File: config.mk
export PLATFORM = sky130hd
export DESIGN_NAME = rotate_right_unit
export DESIGN_NICKNAME = d
export VERILOG_FILES = /design/src/design/rotate_right_core.v /design/src/design/rotate_right_unit.v
export VERILOG_INCLUDE_DIRS = /design/src /design/src/pkg
export SDC_FILE = /design/constraint.sdc
export NUM_CORES = 1
export LEC_CHECK = 0
export ABC_AREA = 0
export BUFFER_PORTS_ARGS = -buffer_cell sky130_fd_sc_hd__clkbuf_2
export CELL_PAD_IN_SITES_DETAIL_PLACEMENT = 0
export CELL_PAD_IN_SITES_GLOBAL_PLACEMENT = 1
export CORE_AREA = 5 5 57 59
export CTS_BUF_LIST = sky130_fd_sc_hd__clkbuf_4 sky130_fd_sc_hd__clkbuf_8 sky130_fd_sc_hd__clkbuf_16
export DETAILED_ROUTE_END_ITERATION = 8
export DIE_AREA = 0 0 62 64
export GPL_ROUTABILITY_DRIVEN = 1
export HOLD_SLACK_MARGIN = 0.12
export PLACE_DENSITY_LB_ADDON = 0.1
export SETUP_SLACK_MARGIN = 0.02
export SYNTH_ARGS = -nofsm -noshare
export SYNTH_HDL_FRONTEND = slang
export SYNTH_SLANG_ARGS = --single-unit
File: constraint.sdc
create_clock -name i_clock -period 1.2 [get_ports i_clock]
set_input_delay 0.24 -clock i_clock [delete_from_list [all_inputs] [get_ports i_clock]]
set_output_delay 0.24 -clock i_clock [all_outputs]
set_load 0.01 [all_outputs]
File: src/pkg/rotate_right_defines.vh
// Constants for the rotate-right datapath unit
`ifndef ROTATE_RIGHT_DEFINES_VH
`define ROTATE_RIGHT_DEFINES_VH
`define ROT_WIDTH           8
`define ROT_MSB             7
`define ROT_LSB             0
`define ROT_OP_WIDTH        2
`define ROT_OP_MEM          2'h0
`define ROT_OP_TO_ACCUM     2'h1
`define ROT_OP_MEM_C        2'h2
`define ROT_OP_TO_ACCUM_C   2'h3
`define ROT_ACCUM_RESET     8'h00
`define ROT_WDATA_RESET     8'h00
`define ROT_CARRY_RESET     1'h0
`endif

File: src/design/rotate_right_core.v
// Combinational rotate-right of one byte, optionally through carry
`include "rotate_right_defines.vh"
module rotate_right_core (
	input  wire [`ROT_WIDTH-1:0] i_operand,
	input  wire                  i_carry_in,
	input  wire                  i_thru_carry,
	output wire [`ROT_WIDTH-1:0] o_result,
	output wire                  o_carry_out
);
	// Top bit is either old bit 0 or old carry
	assign o_result    = {(i_thru_carry ? i_carry_in : i_operand[`ROT_LSB]),
		i_operand[`ROT_MSB:`ROT_LSB+1]};
	assign o_carry_out = i_operand[`ROT_LSB];
endmodule

File: src/design/rotate_right_unit.v
// Rotate-right unit: four byte rotates with memory or accumulator result
//
// Behaviour
// - Memory rotate right: bits shift down, old bit 0 into bit 7, written back.
// - Rotate to accumulator: same rotation loaded into accumulator, memory untouched.
// - Memory rotate through carry: nine-bit ring, old bit 0 into carry.
// - Through-carry memory result takes old carry in bit 7, written back.
// - Through-carry to accumulator: result into accumulator and carry, memory kept.
// - Through-carry to accumulator: carry takes bit 0 of the memory operand.
`include "rotate_right_defines.vh"

module rotate_right_unit (
	input  wire                     i_clock,
	input  wire                     i_rstn,
	input  wire                     i_start,
	input  wire [`ROT_OP_WIDTH-1:0] i_op,
	input  wire [`ROT_WIDTH-1:0]    i_mem_data,
	output reg                      o_mem_we,
	output reg  [`ROT_WIDTH-1:0]    o_mem_wdata,
	output wire [`ROT_WIDTH-1:0]    o_accumulator,
	output wire                     o_carry,
	output reg                      o_done
);

	// Two states: idle, or showing done for the cycle after a start
	localparam ST_IDLE = 1'h0;
	localparam ST_DONE = 1'h1;

	reg  [`ROT_WIDTH-1:0] accumulator_reg;
	reg  [`ROT_WIDTH-1:0] accumulator_next;
	reg                   carry_reg;
	reg                   carry_next;
	reg                   state_reg;
	reg                   state_next;
	reg                   mem_we_next;
	reg  [`ROT_WIDTH-1:0] mem_wdata_next;
	reg                   done_next;
	wire [`ROT_WIDTH-1:0] rot_result;
	wire                  rot_carry;
	wire                  op_taken;
	wire                  op_thru_carry;

	// Through-carry forms feed the old carry into the top bit
	function is_thru_carry;
		input [`ROT_OP_WIDTH-1:0] op;
		is_thru_carry = (op == `ROT_OP_MEM_C) || (op == `ROT_OP_TO_ACCUM_C);
	endfunction

	assign op_taken      = i_start;
	assign op_thru_carry = is_thru_carry(i_op);

	// One rotator is shared by all four operations
	rotate_right_core u_core (
		.i_operand    (i_mem_data),
		.i_carry_in   (carry_reg),
		.i_thru_carry (op_thru_carry),
		.o_result     (rot_result),
		.o_carry_out  (rot_carry)
	);

	assign o_accumulator = accumulator_reg;
	assign o_carry       = carry_reg;

	// A start while done is shown is taken as a new operation
	always @* begin
		state_next = ST_IDLE;
		case (state_reg)
			ST_IDLE: begin
				if (op_taken) begin
					state_next = ST_DONE;
				end
			end
			ST_DONE: begin
				if (op_taken) begin
					state_next = ST_DONE;
				end
			end
			default: begin
				state_next = ST_IDLE;
			end
		endcase
	end

	always @* begin
		done_next = 1'h0;
		case (state_next)
			ST_IDLE: begin
				done_next = 1'h0;
			end
			ST_DONE: begin
				done_next = 1'h1;
			end
			default: begin
				done_next = 1'h0;
			end
		endcase
	end

	// Only the accumulator forms load it
	always @* begin
		accumulator_next = accumulator_reg;
		if (op_taken) begin
			case (i_op)
				`ROT_OP_MEM: begin
					accumulator_next = accumulator_reg;
				end
				`ROT_OP_TO_ACCUM: begin
					accumulator_next = rot_result;
				end
				`ROT_OP_MEM_C: begin
					accumulator_next = accumulator_reg;
				end
				`ROT_OP_TO_ACCUM_C: begin
					accumulator_next = rot_result;
				end
				default: begin
					accumulator_next = accumulator_reg;
				end
			endcase
		end
	end

	// Plain rotates never touch the carry; no other flag lives here
	always @* begin
		carry_next = carry_reg;
		if (op_taken) begin
			case (i_op)
				`ROT_OP_MEM: begin
					carry_next = carry_reg;
				end
				`ROT_OP_TO_ACCUM: begin
					carry_next = carry_reg;
				end
				`ROT_OP_MEM_C: begin
					carry_next = rot_carry;
				end
				`ROT_OP_TO_ACCUM_C: begin
					carry_next = rot_carry;
				end
				default: begin
					carry_next = carry_reg;
				end
			endcase
		end
	end

	// No write strobe for accumulator forms keeps the memory byte intact
	always @* begin
		mem_we_next    = 1'h0;
		mem_wdata_next = o_mem_wdata;
		if (op_taken) begin
			case (i_op)
				`ROT_OP_MEM: begin
					mem_we_next    = 1'h1;
					mem_wdata_next = rot_result;
				end
				`ROT_OP_TO_ACCUM: begin
					mem_we_next = 1'h0;
				end
				`ROT_OP_MEM_C: begin
					mem_we_next    = 1'h1;
					mem_wdata_next = rot_result;
				end
				`ROT_OP_TO_ACCUM_C: begin
					mem_we_next = 1'h0;
				end
				default: begin
					mem_we_next = 1'h0;
				end
			endcase
		end
	end

	// Synchronous reset; each register has its own process
	always @(posedge i_clock) begin
		if (!i_rstn) begin
			state_reg <= ST_IDLE;
		end else begin
			state_reg <= state_next;
		end
	end

	always @(posedge i_clock) begin
		if (!i_rstn) begin
			accumulator_reg <= `ROT_ACCUM_RESET;
		end else begin
			accumulator_reg <= accumulator_next;
		end
	end

	always @(posedge i_clock) begin
		if (!i_rstn) begin
			carry_reg <= `ROT_CARRY_RESET;
		end else begin
			carry_reg <= carry_next;
		end
	end

	always @(posedge i_clock) begin
		if (!i_rstn) begin
			o_mem_we <= 1'h0;
		end else begin
			o_mem_we <= mem_we_next;
		end
	end

	always @(posedge i_clock) begin
		if (!i_rstn) begin
			o_mem_wdata <= `ROT_WDATA_RESET;
		end else begin
			o_mem_wdata <= mem_wdata_next;
		end
	end

	always @(posedge i_clock) begin
		if (!i_rstn) begin
			o_done <= 1'h0;
		end else begin
			o_done <= done_next;
		end
	end
endmodule

; Word level (Yosys, flattened, before mapping)
; Cells that the tools add are included.
[totals]
ff_bits = 19
latch_bits = 0
mem_bits_rw = 0
mem_bits_ro = 0
in_bits = 13
wordCells = 27
mem_count = 0
[classes]
add_sub_neg = 0
mul = 0
div_mod_pow = 0
magnitude_cmp = 0
eq_ne = 3
shifts = 0
n_mux = 6
bitwise = 3
reduce_logical = 10
[op_table]
columns = op, n
row1 = $mux W8, 1
row2 = $reduce_and A2 Y1, 4
row3 = $reduce_or A2 Y1, 4
row4 = $eq A2 B2 Y1 const B, 2
row5 = $pmux W1 S2, 2
row6 = $mux W1, 3
row7 = $not A1 Y1, 3
row8 = $eq A2 B1 Y1 const B, 1
row9 = $logic_not A2 Y1, 1
row10 = $logic_or A1 B1 Y1, 1

; Depth between registers and ports, before layout
[logic_depth]
depth_word = 4
mapped_depth = 5
mapped_depth_nobuf = 3

; Cells and area by module
; Synthesis repeated with hierarchy kept, for this count alone.
[unflattened]
hier_cells = 82
hier_area_um2 = 804.5
[by_module_without_submodules]
columns = mod, n_inst, cells_per_inst, area_per_inst_um2, seq_area_each_um2
row1 = rotate_right_unit, 1, 73, 729.4, 380.4
row2 = rotate_right_core, 1, 9, 75.1, 0.0

; Least setup slack after synthesis
; No wires, ideal clock.
[synth_path]
path_kind = register to register
from = register carry_reg (netlist: o_carry)
to = register accumulator_reg[7] (netlist: o_accumulator[7])
arrival_time_ns = 0.753
required_time_ns = 1.082
setup_slack_ns = 0.329
path_stages_with_launch = 4
n_path_buf = 0
cell_sequence = dfxtp_1 -> mux2_2 -> nor2_1 -> nor3b_2
[synth_between]
elab_chain_cells = 2
[synth_lines]
columns = element, line_no
row1 = "start, declared", rotate_right_unit.v:31  ; reg carry_reg;
row2 = "start signal, assigned", rotate_right_unit.v:193  ; carry_reg <= `ROT_CARRY_RESET;
row3 = "start signal, assigned", rotate_right_unit.v:195  ; carry_reg <= carry_next;
row4 = $mux W1, rotate_right_core.v:11  ; assign o_result = {(i_thru_carry ? i_carry_in : i_operand[`ROT_LSB]),
row5 = $mux W8, rotate_right_unit.v:103  ; case (i_op)
row6 = "end signal, assigned", rotate_right_unit.v:185  ; accumulator_reg <= `ROT_ACCUM_RESET;
row7 = "end signal, assigned", rotate_right_unit.v:187  ; accumulator_reg <= accumulator_next;
row8 = "end, declared", rotate_right_unit.v:29  ; reg [`ROT_WIDTH-1:0] accumulator_reg;
; Every way passes these cells. The select of a mux whose other input is x is not followed.
; A chain may end at the register's enable or synchronous reset.

; Worst setup path in the final report
[layout_path]
from = register carry_reg (netlist: o_carry)
to = output port o_carry
[layout_lines]
columns = element, line_no
row1 = "end, declared", rotate_right_unit.v:21  ; output wire o_carry,
; No word-level cell between the ends.

==> impl_summary.md <==
Run status
The run finished with clean final reports.

Global route
The pin count of the biggest net entering global routing is 20. In the global route stage, overall resource usage came out at 0.1031. The initial antenna violation count came to 0. The first global-routing pass estimated 3001 um of wire. Global routing finished with a remaining overflow of 0.

The number of global-route vias before repair was 621.

Routing
The remaining antenna violation count after routing is 0. The total iterations of the first detailed-routing run is 4. After detailed routing, no signal wire sits above met4. The amount of wire on met3 after detailed routing is 147 um. Dividing the detail-routed wire length by the instance count gives 12.47 um. Wires add up to between 1500 and 2000 um. The number of design-rule violations left by the first detailed-router iteration is 10. After detailed routing, the number of vias per cell comes to between 4 and 5. The overall via count from detail_route is between 600 and 700. The sum of routed wire segments on met1 is 852 um. For this run, design rule violations remaining after detail routing come to 0. The routed design uses 778 um of met2 wire.

Timing
The total negative setup slack is 0 ns. The slew of the pin with the lowest slew margin is 0.3152 ns. Measured against its own limit, the worst slew margin works out to 0.7899. The number of hold violations in the final report is 0. The max-slew violation total from the final report came to 0. Setup repair after global routing left no endpoint under its margin. For this run, the top clock speed supported by timing is 966.4 MHz. On the final layout, the worst clock skew is approximately 0.00016 ns.

The total setup violations reported at the end of the flow is 0. Of the available clock period, the critical path in the final layout requires 0.8623. The clock period minus final worst setup slack is 1.035 ns.

Setup path
The startpoint-to-endpoint class of the critical path is register to output pin. The stage delay of the slowest cell on the critical path is 0.36 ns. The worst setup path is launched from a register.

At the worst endpoint, the required time is 0.96 ns. At the worst endpoint, the arrival time is approximately 0.8 ns. Walking the worst path, the cells encountered are clkbuf_2.

The standard cell with the maximum stage delay on the critical path is dfxtp_1. The worst setup path is captured at an output pin. Counting both buffers and inverters, the worst setup path holds a total of 1. The peak fanout along the critical path is 3.

Broken down by cell family, the worst path's largest delay share belongs to flip-flops.

Clock network
The clock passes through at most 2 buffers. TritonCTS built the clock tree. The number of setup buffers added after CTS is 0. Clock tree synthesis inserted a total of 3 buffers. The clock sink count is 19.

The total of hold buffers inserted after clock tree synthesis is 0. Clock tree synthesis selected as its root buffer the cell clkbuf_4. CTS built an H-tree with a depth of 1. The post-CTS resize count is 0. The clock latency on the worst-skew pair is 0.29 ns. After clock tree synthesis, the clock-pin slew on the worst setup and hold paths is around 0.11 ns.

Yosys
The number of nets in the synthesized netlist is 94. The share of the Yosys chip area taken by registers is 0.4887. Dividing the synthesized area by the synthesized cell count gives 9.608 um2. The share of synthesized registers carrying an async set or reset is 0.

Counting instances in the post-synthesis netlist gives the leading cell types as nand2_1 (22), dfxtp_1 (19), a21boi_2 (7), nand3_1 (7), a21boi_1 (5). The area of the mapped netlist is 778.2 um2. The cell count after synthesis came out at 81. The synthesis-stage register bit count is 19. The fraction of synthesized cell area taken by the top area cell type is 0.4887. The number of different library cells used by synthesis comes to 19. Yosys mapped a number of flops with a built-in enable equal to 0.

After synthesis, the cell types taking the most area are dfxtp_1 (49%), nand2_1 (11%), a21boi_2 (10%). The number of warnings reported in the yosys synthesis log is 0. The flip-flop cell with the highest count after synthesis is dfxtp_1. The synthesized design spends more area on one cell type than any other, namely dfxtp_1. By instance count, the leading cell after synthesis is nand2_1.

Flow run
The number of maximum-capacitance constraint violations is 0.

Die
For this configuration, the core starts out at a cell density of 0.2923. The die outline area is 0.003968 mm2. The vertical die dimension is 64 um.

The area of the placeable core is 0.002663 mm2. The number of I/O pins is 32. The floorplan has 19 rows. The die boundary width is 62 um.

Place
At the end of routability-driven placement, the weighted congestion stood at a little over 0.7. Summed over all nets, the half-perimeter wirelength after detailed placement is 1367 um. In this run the tool buffered the top-level ports with 31 buffer cells. The cell area after placement is ~940 um2.

Power and ir drop
Dividing total power by cell area gives a power density of 1205 mW/mm2. The maximum vdd ir drop is 0.0005744 V. The static leakage is 0.4358 nW.

Layout
The finished cells cover roughly 970 um2. From synthesis to final layout, the design area changed by 24.76%. The number of antenna repair diodes is 0. The area used by sequential logic in the layout is 380.4 um2. The fill cell total of the finished layout is 300. After the last flow step, the layout net total stands at 127. The fraction of layout instances using a drive strength above 1 is 0.4248. The total area of multi-input combinational cells is 354.1 um2.

Worst hold path
The worst hold path belongs to the class input port to register.
## area by class of cell
type | count | area share
Sequential cell | 19 | 0.3918
Timing Repair Buffer | 33 | 0.1753
Clock buffer | 3 | 0.02320
Multi-Input combinational cell | 57 | 0.3647
Clock inverter | 1 | 0.005155
Tap cell | 31 | 0.03995
## cell families after synthesis
family          after synthesis  synth area share
compound gates               16            0.1817
mux                           2           0.02733
buf+inv                       5           0.05627
simple gates                 39            0.2460
flops                        19            0.4887
## worst paths after layout
path | endpoint | depth (start not counted) | start | slack, ns
min | o_mem_wdata[1]$_SDFFE_PN0P_ | 3 | i_mem_data[2] | 0.17
max reg2reg | o_accumulator[7]$_SDFFE_PN0P_ | 3 | o_carry$_SDFFE_PN0P_ | 0.33
min reg2reg | o_accumulator[3]$_SDFFE_PN0P_ | 2 | o_accumulator[3]$_SDFFE_PN0P_ | 0.46
max | o_carry | 1 | o_carry$_SDFFE_PN0P_ | 0.17
## registers in the layout, indices dropped and copies added (netlist names)
signal         count
o_accumulator      8
o_mem_we           1
o_done             1
o_carry            1
o_mem_wdata        8
## layer usage
metal | global-route usage | vias to the layer above
li1 | - | 329
met1 | 0.1347 | 284
met2 | 0.1451 | 18
met3 | 0.03622 | 2
met4 | 0.05570 | 0
met5 | 0 | -
## report_power, final
group	internal, mW	total, mW	switching (mW)	leakage, nW
clock network	0.124	0.325	0.201	0.0177
logic	0.0773	0.170	0.0932	0.262
registers	0.661	0.675	0.0138	0.156
total	0.862	1.17	0.308	0.436
## placed cells by master, fill, tap and decap left out, types with 2 or more instances in the layout
cell	n
nand3_1	7
a21boi_1	5
nand2_1	22
and2_1	2
a21boi_2	7
dfxtp_1	19
clkbuf_4	3
a21boi_0	2
buf_4	2
nor2_1	3
clkbuf_2	31
## stage by stage
step	hold slack, ns	instances	worst slack (ns)	utilization	power [mW]
after CTS	0.1541	144	0.1417	0.3647	1.200
after global placement	0.4438	140	0.1494	0.3543	0.8645
after global routing	0.1421	144	0.07930	0.3647	1.255
after detailed placement	0.4494	140	0.1397	0.3543	0.8648
after floorplan	0.3849	81	0.3287	-	0.7956
final	0.1699	144	0.1652	0.3647	1.170
No activity file was read; power rests on OpenSTA's default activity.
